[config.mk]
export PLATFORM = sky130hd
export DESIGN_NAME = sgs_selector
export DESIGN_NICKNAME = d
export VERILOG_FILES = /design/src/sgs_pkg.sv /design/src/sgs_cfg_if.sv /design/src/sgs_selector.sv /design/src/sgs_req_sync.sv /design/src/sgs_regs.sv
export VERILOG_INCLUDE_DIRS = /design/src
export SDC_FILE = /design/constraint.sdc
export NUM_CORES = 1
export LEC_CHECK = 0
export BUFFER_PORTS_ARGS = -buffer_cell sky130_fd_sc_hd__clkbuf_2
export CORE_MARGIN = 2
export CORE_UTILIZATION = 59
export DETAILED_ROUTE_END_ITERATION = 8
export PLACE_DENSITY_LB_ADDON = 0.15
export SKIP_CTS_REPAIR_TIMING = 1
export SYNTH_ARGS = -nofsm -noshare
export SYNTH_HDL_FRONTEND = slang
export SYNTH_SLANG_ARGS = --single-unit
[constraint.sdc]
create_clock -name clk -period 8.7 [get_ports clk]
set_input_delay 0.435 -clock clk [delete_from_list [all_inputs] [get_ports clk]]
set_output_delay 0.435 -clock clk [all_outputs]
set_load 0.01 [all_outputs]
[src/sgs_map.svh]
// offsets, field positions, reset values and sizes of the setting group selector
// What this block does
// - up to eight groups, exactly one active
// - after reset group one only, logic idle
// - two or more enabled: inputs decide group
// - each group has its own request input
// - force enable overrides all automatic requests
// - requests may be pulses or static levels
// - simultaneous requests: highest priority group wins
// - priority falls with group number
// - pulse-selected group stays until another request
// - force release returns control to levels immediately
// - read-only active group code, group one after reset
// - forced group none or one..eight, pulse-like
// - force enable defaults off, needed for changes
// - used-groups count enables groups, new get defaults
// - remote request refused under higher held group
// - static group one level blocks every other
// - static level two..seven blocks lower groups
// - static group eight level blocks nothing
`ifndef SGS_MAP_SVH
`define SGS_MAP_SVH
`define SGS_NGRP 8
`define SGS_AW 4
`define SGS_DW 8
`define SGS_OFS_CTRL 4'h0
`define SGS_OFS_FORCE 4'h4
`define SGS_OFS_REMOTE 4'h8
`define SGS_OFS_STATUS 4'hc
`define SGS_CTRL_FORCE_BIT 0
`define SGS_CTRL_USED_LSB 4
`define SGS_CTRL_USED_MSB 6
`define SGS_SEL_MSB 3
`define SGS_STAT_FORCE_BIT 7
`define SGS_SEL_NONE 4'h0
`define SGS_RST_CTRL 8'h00
`define SGS_RST_GRP 8'h01
`define SGS_RST_CODE 3'h0
`endif

[src/sgs_pkg.sv]
// types shared by the setting group selector modules
`default_nettype none
package sgs_pkg;
	typedef logic [7:0] sgs_grp_t;
	typedef logic [3:0] sgs_sel_t;
	typedef enum logic [2:0] {
		SGS_MODE_IDLE = 3'b001,
		SGS_MODE_AUTO = 3'b010,
		SGS_MODE_FORCE = 3'b100
	} sgs_mode_e;
endpackage
`default_nettype wire

[src/sgs_cfg_if.sv]
// settings and status passed between register file and selection core
`timescale 1ns/1ns
`default_nettype none
interface sgs_cfg_if;
	logic force_en;
	logic force_wr;
	logic remote_wr;
	sgs_pkg::sgs_sel_t force_sel;
	sgs_pkg::sgs_sel_t remote_sel;
	logic [3:0] used_cnt;
	logic [2:0] active_code;
	modport regs (output force_en, force_wr, remote_wr, force_sel, remote_sel, used_cnt, input active_code);
	modport core (input force_en, force_wr, remote_wr, force_sel, remote_sel, used_cnt, output active_code);
endinterface
`default_nettype wire

[src/sgs_selector.sv]
// setting group selector: priority selection of the active parameter group
//
// Added by the designer: the strobed register port and the register addresses.
`timescale 1ns/1ns
`default_nettype none
`include "sgs_map.svh"
module sgs_selector #(
	parameter int NGRP = `SGS_NGRP
) (
	input wire logic clk,
	input wire logic rst,
	input wire logic [NGRP-1:0] req_pin,
	input wire logic [`SGS_AW-1:0] reg_addr,
	input wire logic [`SGS_DW-1:0] reg_wdata,
	input wire logic reg_wr,
	input wire logic reg_rd,
	output logic [`SGS_DW-1:0] reg_rdata,
	output logic [NGRP-1:0] active_group,
	output logic [2:0] active_code,
	output logic [NGRP-1:0] group_enabled,
	output logic [NGRP-1:0] group_load_default,
	output logic req_refused
);
	// the code field, the status layout and the used-groups field are all sized for eight groups
	if (NGRP != 8)
	begin : g_check
		$error("sgs_selector serves exactly eight groups");
	end

	sgs_cfg_if cfg ();
	logic [NGRP-1:0] req_lvl;
	logic [NGRP-1:0] req_rise;

	sgs_req_sync #(
		.N(NGRP)
	) u_sync (
		.clk(clk),
		.rst(rst),
		.req_pin(req_pin),
		.req_lvl(req_lvl),
		.req_rise(req_rise)
	);

	sgs_regs u_regs (
		.clk(clk),
		.rst(rst),
		.addr(reg_addr),
		.wdata(reg_wdata),
		.wr(reg_wr),
		.rd(reg_rd),
		.rdata(reg_rdata),
		.cfg(cfg)
	);

	// decode a none/one..eight selection code to a one-hot group vector
	function automatic sgs_pkg::sgs_grp_t sel_onehot(input sgs_pkg::sgs_sel_t sel);
		sgs_pkg::sgs_grp_t v;
		v = '0;
		for (int i = 0; i < 8; i++)
			v[i] = sel == 4'(i + 1);
		return v;
	endfunction

	// one-hot group vector to its three-bit code, group one reads zero
	function automatic logic [2:0] grp_code(input sgs_pkg::sgs_grp_t g);
		logic [2:0] c;
		c = 3'h0;
		for (int i = 0; i < 8; i++)
			if (g[i])
				c = 3'(i);
		return c;
	endfunction

	// lowest set bit, which is the highest priority group
	function automatic sgs_pkg::sgs_grp_t first_req(input sgs_pkg::sgs_grp_t v);
		return v & (~v + 8'h01);
	endfunction

	sgs_pkg::sgs_grp_t active_ff;
	sgs_pkg::sgs_grp_t nxt_active;
	sgs_pkg::sgs_grp_t en_ff;
	sgs_pkg::sgs_grp_t load_ff;
	logic [2:0] code_ff;
	logic refused_ff;
	sgs_pkg::sgs_mode_e mode_ff;

	// enabled groups follow the used-groups count
	sgs_pkg::sgs_grp_t en_mask;
	genvar gi;
	for (gi = 0; gi < NGRP; gi++)
	begin : g_en
		assign en_mask[gi] = 4'(gi) < cfg.used_cnt;
	end

	// a held level blocks every group of lower priority; group eight has none below it
	sgs_pkg::sgs_grp_t lvl_en;
	sgs_pkg::sgs_grp_t blk;
	assign lvl_en = req_lvl & en_mask;
	assign blk[0] = 1'b0;
	for (gi = 1; gi < NGRP; gi++)
	begin : g_blk
		assign blk[gi] = |lvl_en[gi-1:0];
	end

	// automatic candidates: a fresh pulse edge or a held level of an enabled, unblocked group
	sgs_pkg::sgs_grp_t auto_cand;
	sgs_pkg::sgs_grp_t auto_pick;
	wire auto_any;
	assign auto_cand = (req_rise | req_lvl) & en_mask & ~blk;
	assign auto_pick = first_req(auto_cand);
	assign auto_any = |auto_cand;

	// operator requests
	sgs_pkg::sgs_grp_t frc_oh;
	sgs_pkg::sgs_grp_t rem_oh;
	wire frc_ok;
	wire rem_ok;
	wire frc_bad;
	wire rem_bad;
	assign frc_oh = sel_onehot(cfg.force_sel);
	assign rem_oh = sel_onehot(cfg.remote_sel);
	// forcing needs the force enable and an enabled target group
	assign frc_ok = cfg.force_en && cfg.force_wr && |(frc_oh & en_mask);
	// a remote change also needs the force enable and no held higher group
	assign rem_ok = cfg.force_en && cfg.remote_wr && |(rem_oh & en_mask & ~blk);
	assign frc_bad = cfg.force_wr && !frc_ok;
	assign rem_bad = cfg.remote_wr && !rem_ok;

	// keep the current group, falling back to group one if it lost its enable
	sgs_pkg::sgs_grp_t keep_grp;
	assign keep_grp = |(active_ff & en_mask) ? active_ff : `SGS_RST_GRP;

	sgs_pkg::sgs_mode_e nxt_mode;
	assign nxt_mode = cfg.used_cnt == 4'h1 ? sgs_pkg::SGS_MODE_IDLE :
		cfg.force_en ? sgs_pkg::SGS_MODE_FORCE : sgs_pkg::SGS_MODE_AUTO;

	always_comb
	begin
		nxt_active = keep_grp;
		unique case (nxt_mode)
			sgs_pkg::SGS_MODE_IDLE:
			begin
				nxt_active = `SGS_RST_GRP;
			end
			sgs_pkg::SGS_MODE_FORCE:
			begin
				// automatic inputs are ignored; the forced group persists like a pulse
				if (frc_ok)
					nxt_active = frc_oh;
				else if (rem_ok)
					nxt_active = rem_oh;
			end
			sgs_pkg::SGS_MODE_AUTO:
			begin
				// with no request the last pulse-selected group remains
				if (auto_any)
					nxt_active = auto_pick;
			end
		endcase
	end

	always_ff @(posedge clk or posedge rst)
	begin
		if (rst)
		begin
			active_ff <= `SGS_RST_GRP;
			code_ff <= `SGS_RST_CODE;
			en_ff <= `SGS_RST_GRP;
			load_ff <= '0;
			refused_ff <= 1'b0;
			mode_ff <= sgs_pkg::SGS_MODE_IDLE;
		end
		else
		begin
			active_ff <= nxt_active;
			code_ff <= grp_code(nxt_active);
			en_ff <= en_mask;
			load_ff <= en_mask & ~en_ff;
			refused_ff <= frc_bad || rem_bad;
			mode_ff <= nxt_mode;
		end
	end

	assign cfg.active_code = code_ff;
	assign active_group = active_ff;
	assign active_code = code_ff;
	assign group_enabled = en_ff;
	assign group_load_default = load_ff;
	assign req_refused = refused_ff;
endmodule // sgs_selector
`default_nettype wire

[src/sgs_req_sync.sv]
// request input synchroniser with rising edge detection
`timescale 1ns/1ns
`default_nettype none
module sgs_req_sync #(
	parameter int N = 8
) (
	input wire logic clk,
	input wire logic rst,
	input wire logic [N-1:0] req_pin,
	output logic [N-1:0] req_lvl,
	output logic [N-1:0] req_rise
);
	logic [N-1:0] meta_ff;
	logic [N-1:0] sync_ff;
	logic [N-1:0] prev_ff;
	always_ff @(posedge clk or posedge rst)
	begin
		if (rst)
		begin
			meta_ff <= '0;
			sync_ff <= '0;
			prev_ff <= '0;
		end
		else
		begin
			meta_ff <= req_pin;
			sync_ff <= meta_ff;
			prev_ff <= sync_ff;
		end
	end
	// a held level and a short pulse both show as level; the edge marks one event per pulse
	assign req_lvl = sync_ff;
	assign req_rise = sync_ff & ~prev_ff;
endmodule // sgs_req_sync
`default_nettype wire

[src/sgs_regs.sv]
// register file of the setting group selector
`timescale 1ns/1ns
`default_nettype none
`include "sgs_map.svh"
module sgs_regs (
	input wire logic clk,
	input wire logic rst,
	input wire logic [`SGS_AW-1:0] addr,
	input wire logic [`SGS_DW-1:0] wdata,
	input wire logic wr,
	input wire logic rd,
	output logic [`SGS_DW-1:0] rdata,
	sgs_cfg_if.regs cfg
);
	logic [`SGS_DW-1:0] ctrl_ff;
	sgs_pkg::sgs_sel_t force_ff;
	sgs_pkg::sgs_sel_t remote_ff;
	logic force_wr_ff;
	logic remote_wr_ff;
	logic [`SGS_DW-1:0] rdata_ff;
	logic [`SGS_DW-1:0] nxt_rdata;
	wire hit_ctrl = addr == `SGS_OFS_CTRL;
	wire hit_force = addr == `SGS_OFS_FORCE;
	wire hit_remote = addr == `SGS_OFS_REMOTE;
	wire hit_status = addr == `SGS_OFS_STATUS;
	assign nxt_rdata = !rd ? '0 :
		hit_ctrl ? ctrl_ff :
		hit_force ? {4'h0, force_ff} :
		hit_remote ? {4'h0, remote_ff} :
		hit_status ? {ctrl_ff[`SGS_CTRL_FORCE_BIT], 4'h0, cfg.active_code} : '0;
	always_ff @(posedge clk or posedge rst)
	begin
		if (rst)
		begin
			ctrl_ff <= `SGS_RST_CTRL;
			force_ff <= `SGS_SEL_NONE;
			remote_ff <= `SGS_SEL_NONE;
			force_wr_ff <= 1'b0;
			remote_wr_ff <= 1'b0;
			rdata_ff <= '0;
		end
		else
		begin
			if (wr && hit_ctrl)
				ctrl_ff <= {1'b0, wdata[`SGS_CTRL_USED_MSB:`SGS_CTRL_USED_LSB], 3'h0, wdata[`SGS_CTRL_FORCE_BIT]};
			if (wr && hit_force)
				force_ff <= wdata[`SGS_SEL_MSB:0];
			if (wr && hit_remote)
				remote_ff <= wdata[`SGS_SEL_MSB:0];
			force_wr_ff <= wr && hit_force && wdata[`SGS_SEL_MSB:0] != `SGS_SEL_NONE;
			remote_wr_ff <= wr && hit_remote && wdata[`SGS_SEL_MSB:0] != `SGS_SEL_NONE;
			rdata_ff <= nxt_rdata;
		end
	end
	assign rdata = rdata_ff;
	assign cfg.force_en = ctrl_ff[`SGS_CTRL_FORCE_BIT];
	assign cfg.used_cnt = {1'b0, ctrl_ff[`SGS_CTRL_USED_MSB:`SGS_CTRL_USED_LSB]} + 4'h1;
	assign cfg.force_sel = force_ff;
	assign cfg.remote_sel = remote_ff;
	assign cfg.force_wr = force_wr_ff;
	assign cfg.remote_wr = remote_wr_ff;
endmodule // sgs_regs
`default_nettype wire

==> results of run 1 <==
-- cells in the final DEF (no fill, tap or decap), drive strengths merged, types with 6 or more instances in the layout --
cell	instances
clkbuf	72
nor2b	13
mux2	14
a21oi	11
nand2b	8
mux2i	6
inv	15
nand3	9
dfrtp	64
nand2	31
nor2	23
-- power groups by stage --
stage	clock (W)	sequential, W	combinational, W
6_report	0.000288	0.000416	0.000271
3_5_place_dp	0	0.000420	0.000267
5_1_grt	0.000306	0.000422	0.000294
2_1_floorplan	0	0.000404	0.000189
3_3_place_gp	0	0.000418	0.000263
4_1_cts	0.000292	0.000414	0.000268
-- worst max path at each step --
stage,endpoint,cells after the start
detailed placement,active_code[0],11
CTS,active_code[0],11
global route,active_code[0],11
finish,active_code[0],11
global placement,active_code[0],11
floorplan,active_code[0],13
-- kinds of logic after synthesis --
group	share of synthesized area
AOI/OAI and AO/OA	0.1779
adders and majority gates	0.01100
buffers and inverters	0.03888
DFF	0.5192
muxes	0.07541
and+or+nand+nor	0.1775
-- through the flow --
stage / hold WS [ns] / setup WS (ns) / util / power, W / area [um^2]
6_report: 0.1872 / 4.306 / 0.7218 / 0.0009754 / 3734
5_1_grt: 0.1842 / 4.001 / 0.7218 / 0.001022 / 3734
4_1_cts: 0.1772 / 4.387 / 0.7218 / 0.0009747 / 3734
3_5_place_dp: 0.3347 / 4.408 / 0.6788 / 0.0006868 / 3511
3_3_place_gp: 0.3319 / 4.410 / 0.6788 / 0.0006809 / 3511
2_1_floorplan: 0.3312 / 5.629 / - / 0.0005926 / 3186
-- routing by layer --
layer / vias up / share of wire
met2: 106 / 0.46
li1: 1196 / -
met4: 0 / 0.024
met1: 1262 / 0.45
met5: - / 0
met3: 21 / 0.062
-- worst max-delay path, cell delays in order (launching register included) --
cell,delay (ns)
dfrtp_1,0.74
ha_1,0.48
a21boi_4,0.32
o211ai_2,0.23
a22o_1,0.29
nor3_4,0.25
a41oi_1,0.16
o32ai_2,0.85
mux2i_1,0.17
a21o_1,0.26
o21bai_1,0.17
a311o_1,0.35
-- registers in the layout, indices dropped and copies added, names as in the netlist, 4 cells and up --
name / flops
u_sync.meta_ff: 8
group_load_default: 8
u_sync.req_lvl: 8
u_regs.rdata: 8
u_regs.cfg.remote_sel: 4
group_enabled: 8
u_regs.cfg.force_sel: 4
active_group: 8
u_regs.ctrl_ff: 4
-- final cells by class --
cell class | count | area [um^2]
sequential | 66 | 1654
fill | 381 | 1439
multi-input combinational | 204 | 1408
timing repair buffer | 60 | 305.3
clock buffer | 14 | 162.7
tap | 70 | 87.58
clock inverter | 2 | 60.06
inverter | 15 | 56.30
==> flow_metrics.env, run 1 <==
export IMPL_whs_endpoint="u_sync.meta_ff[2]"
export IMPL_use_met2=0.4217
export IMPL_seqPwrFrac=0.427
export IMPL_placed_cells=415
export IMPL_dieArea_mm2=0.006003
export IMPL_yosysMostFrequentCell="dfrtp_1"
export IMPL_use_met1=0.3820
export IMPL_fp_row_count=26
export IMPL_die_y_um=77.48
export IMPL_synthTopCellsByArea="dfrtp_1, mux2_2, nand2_1"
export IMPL_grt_max_degree=67
export IMPL_first_pass_iters=5
export IMPL_instances_no_fill=431
export IMPL_clock_latency_ns=0.36
export IMPL_p_sw_w=0.0003306
export IMPL_cts_sinks=66
export IMPL_whs_path_depth=1
export IMPL_io_pins=60
export IMPL_clockBufferDepth=2
export IMPL_p_leak_nw=1.758
export IMPL_yosys_register_bits=66
export IMPL_power_per_cell_area_mw_per_mm2=261.3
export IMPL_fp_dieW_um=77.48
export IMPL_finalNetCount=382
export IMPL_synth_top_cell_by_area="dfrtp_1"
export IMPL_max_slew_margin=0.3207
export IMPL_maxCapViolations=0
export IMPL_crit_arrival_ns=4.63
export IMPL_tns_ns=0
export IMPL_drt_total_wl_um=7718
export IMPL_ff2ff_setup_slack_ns=4.31
export IMPL_dp_hpwl_um=5666
export IMPL_synth_edf_count=0
export IMPL_diodes=0
export IMPL_use_met3=0.05349
export IMPL_finalMaxSlewViolations=0
export IMPL_cts_buffers=9
export IMPL_post_route_period_util=0.5050
export IMPL_ys_seq_area_frac=0.5192
export IMPL_drc=0
export IMPL_rsz0062_at_grt="false"
export IMPL_ff2ff_path_depth=11
export IMPL_track_usage=0.2770
export IMPL_start_kind="register"
export IMPL_cts_root_buffer="clkbuf_8"
export IMPL_r2r_end="active_code[0]"
export IMPL_critPathKind="reg -> reg"
export IMPL_comb_power_share=0.278
export IMPL_syn_to_final_growth_pct=17.20
export IMPL_grt_ovfl_total=0
export IMPL_finalClockSkew_ns=0.009047
export IMPL_synthArstFlopShare=1.000
export IMPL_syn_inst=298
export IMPL_clk_pin_slew_ns=0.07
export IMPL_grt_pass1_wl_um=12460
export IMPL_p_clk_frac=0.296
export IMPL_hp_start="req_pin[2]"
export IMPL_critPathCaptureType="register"
export IMPL_yosys_warnings=0
export IMPL_avgSynthCellArea_um2=10.69
export IMPL_fmax_ghz=0.2276
export IMPL_grt_pass1_vias=2416
export IMPL_yosys_top_cells_count="dfrtp_1, nand2_1, nor2_1, inv_1, mux2_2"
export IMPL_io_buffers=58
export IMPL_htree_levels=3
export IMPL_internal_power_w=0.0006448
export IMPL_yosys_area_top_type_share=0.5027
export IMPL_finalHoldViolCount=0
export IMPL_initial_core_util=0.6159
export IMPL_coreArea_mm2=0.005172
export IMPL_hp_class="in -> reg"
export IMPL_cp_data_required_time_ns=8.93
export IMPL_fin_crit_ns=4.394
export IMPL_ant_nets=0
export IMPL_report_final_setup_viol=0
export IMPL_worst_slew_pin_slew_ns=1.019
export IMPL_status="complete, no violations"
export IMPL_busiest_layer="met2"
export IMPL_dr_total_vias=2585
export IMPL_wl_per_cell_um=17.91
export IMPL_crit_path_start="u_regs.ctrl_ff[5]"
export IMPL_r2r_start="u_regs.ctrl_ff[5]"
export IMPL_drive_above_1_share=0.2909
export IMPL_gp_congestion=1.009
export IMPL_drt_iter0_drc=192
export IMPL_ir_worst_vdd_mv=0.1958
export IMPL_antenna_found_initial=0
export IMPL_cts_tree="built"
export IMPL_yosysUniqueCellTypes=61
export IMPL_worst_path_max_fanout=16
export IMPL_syn_num_nets=324
export IMPL_synth_area_mm2=0.003186
export IMPL_vias_per_cell=5.998
export IMPL_p_sw_frac=0.3389
export IMPL_synth_ff_type="dfrtp_1"
(Power assumes the default switching activity.)
==> inputs of run 2 (changes only) <==
CORE_UTILIZATION = 49   (was 59)
clock period = 4 ns   (was 8.7 ns; I/O delays follow)
==> run 2 against run 1 <==
Net effect:
- fmax rose by 25%
- setup slack worse by 3.8 ns
- hold slack lost 0.24 ns
- sequential cell count did not move
- clock power is 94% higher
- first-iteration DRC count down 10%
- power increased by 110%
- clock-buffer cell count unchanged
- die area is 19% higher
- non-clock buffer count grew 13
- cell count up 4.6%
- critical path type unchanged
- routed wire length fell by 1.4%
- the run now ends with negative hold slack left
==> flow_metrics.env, run 2 (synthesis gave the netlist of run 1 again) <==
export IMPL_critPathCaptureType="register"
export IMPL_worst_path_max_fanout=10
export IMPL_drive_above_1_share=0.2941
export IMPL_power_per_cell_area_mw_per_mm2=536.5
export IMPL_dr_total_vias=2574
export IMPL_placed_cells=427
export IMPL_rsz0062_at_grt="false"
export IMPL_drt_total_wl_um=7611
export IMPL_dieArea_mm2=0.007162
export IMPL_critPathKind="reg -> reg"
export IMPL_most_common_layout_cells="dfrtp_1, clkbuf_2, nand2_1"
export IMPL_initial_core_util=0.5046
export IMPL_ant_nets=0
export IMPL_grt_pass1_vias=2466
export IMPL_grt_ovfl_total=0
export IMPL_cts_root_buffer="clkbuf_8"
export IMPL_grt_pass1_wl_um=12430
export IMPL_antenna_found_initial=0
export IMPL_path_cells="ha_1 > nand2b_1 > a31oi_1 > a22o_1 > nor3_4 > a41oi_1 > o32ai_2 > buf_4 > mux2i_1 > a21oi_1 > o21bai_1 > a311o_1"
export IMPL_cts_buffers=9
export IMPL_syn_to_final_growth_pct=20.38
export IMPL_mostFrequentLayoutCell="dfrtp_1"
export IMPL_post_route_period_util=0.8754
export IMPL_fin_crit_ns=3.501
export IMPL_gp_congestion=0.9675
export IMPL_tns_ns=0
export IMPL_io_buffers=58
export IMPL_io_pins=60
export IMPL_ir_worst_vdd_mv=0.3229
export IMPL_vias_per_cell=5.707
export IMPL_cp_data_required_time_ns=4.22
export IMPL_finalClockSkew_ns=0.006654
export IMPL_hp_class="in -> async"
export IMPL_finalHoldViolCount=31
export IMPL_cpPeakStageDelay_ns=0.69
export IMPL_worst_slew_pin_slew_ns=0.9079
export IMPL_drc=0
export IMPL_die_y_um=84.63
export IMPL_status="complete, but fails checks"
export IMPL_clk_pin_slew_ns=0.07
export IMPL_dp_hpwl_um=5582
export IMPL_p_total_w=0.002058
export IMPL_crit_family="compound AO/OA/AOI/OAI gates"
export IMPL_coreArea_mm2=0.006314
export IMPL_finalMaxSlewViolations=0
export IMPL_final_area_mm2=0.003835
export IMPL_postPlaceCellArea_mm2=0.003557
export IMPL_first_pass_iters=4
export IMPL_start_kind="register"
export IMPL_clockBufferDepth=2
export IMPL_wl_per_cell_um=16.88
export IMPL_violations="negative hold slack"
export IMPL_drt_iter0_drc=172
export IMPL_diodes=0
export IMPL_maxCapViolations=0
export IMPL_holdWs_ns=-0.05765
export IMPL_fp_row_count=29
export IMPL_report_final_setup_viol=0
export IMPL_htree_levels=3
export IMPL_cts_sinks=66
export IMPL_track_usage=0.2246
export IMPL_cts_tree="built"
export IMPL_grt_max_degree=35
export IMPL_p_leak_nw=1.806
export IMPL_crit_buf_inv=1
export IMPL_finalNetCount=395
export IMPL_fp_dieW_um=84.63
export IMPL_fmax_ghz=0.2856
export IMPL_instances_no_fill=451
export IMPL_max_slew_margin=0.3919
export IMPL_crit_arrival_ns=3.72
export IMPL_worst_path_max_delay_cell="a31oi_1"
export IMPL_clock_latency_ns=0.34
## run 2: cell count changes in the layout (fill, tap and decap cells not counted), sizes merged
cell	previous run	this run
bufinv	2	1
buf	2	7
clkinv	0	1
dlygate4sd3	0	8
## run 2: per-layer routing
layer	wire length, um	track usage
met5	0	0
met4	201	0.09668
met3	393	0.05113
met2	3499	0.3400
met1	3517	0.3118
## run 2: path summary, 6_finish.rpt
check	cells after the start	to	slack, ns	startpoint
setup / recovery	12	active_code[0]	0.50	u_regs.ctrl_ff[4]
hold / removal	2	u_sync.req_lvl[3]	-0.06	rst
setup reg to reg	12	active_code[0]	0.50	u_regs.ctrl_ff[4]
hold reg to reg	0	u_sync.req_lvl[4]	0.35	u_sync.meta_ff[4]
max in group asynchronous	3	u_regs.cfg.remote_sel[1]	3.19	rst
min in group clk	2	u_regs.ctrl_ff[4]	0.09	reg_wdata[4]
## run 2: stage by stage
step             util  setup slack (ns)
2_1_floorplan       -            0.9291
3_3_place_gp   0.5634            0.5875
3_5_place_dp   0.5634            0.5440
4_1_cts        0.5947            0.5348
5_1_grt        0.6074            0.2956
6_report       0.6074            0.4986
## run 2: worst register-to-register path, delay by kind of cell, from the launching register on
| family | cells | cell delay, ns |
|---|---|---|
| compound gates | 7 | 2.05 |
| fa+ha+maj | 1 | 0.33 |
| buf+inv | 1 | 0.20 |
| flops | 1 | 0.41 |
| mux | 1 | 0.13 |
| simple gates | 2 | 0.25 |
## run 2: layout make-up
type / count / area (um^2)
clock buffer: 14 / 162.7
tap: 77 / 96.34
multi-input combinational: 204 / 1408
timing repair buffer: 73 / 422.9
fill: 545 / 2479
inverter: 15 / 56.30
clock inverter: 2 / 35.03
sequential: 66 / 1654
## run 2: power breakdown
group | total [W] | internal [W] | leakage (nW) | switching, W
Clock | 0.000560 | 0.000322 | 0.101 | 0.000238
Sequential | 0.000877 | 0.000772 | 0.837 | 0.000105
Combinational | 0.000621 | 0.000260 | 0.869 | 0.000361
Total | 0.00206 | 0.00135 | 1.81 | 0.000704
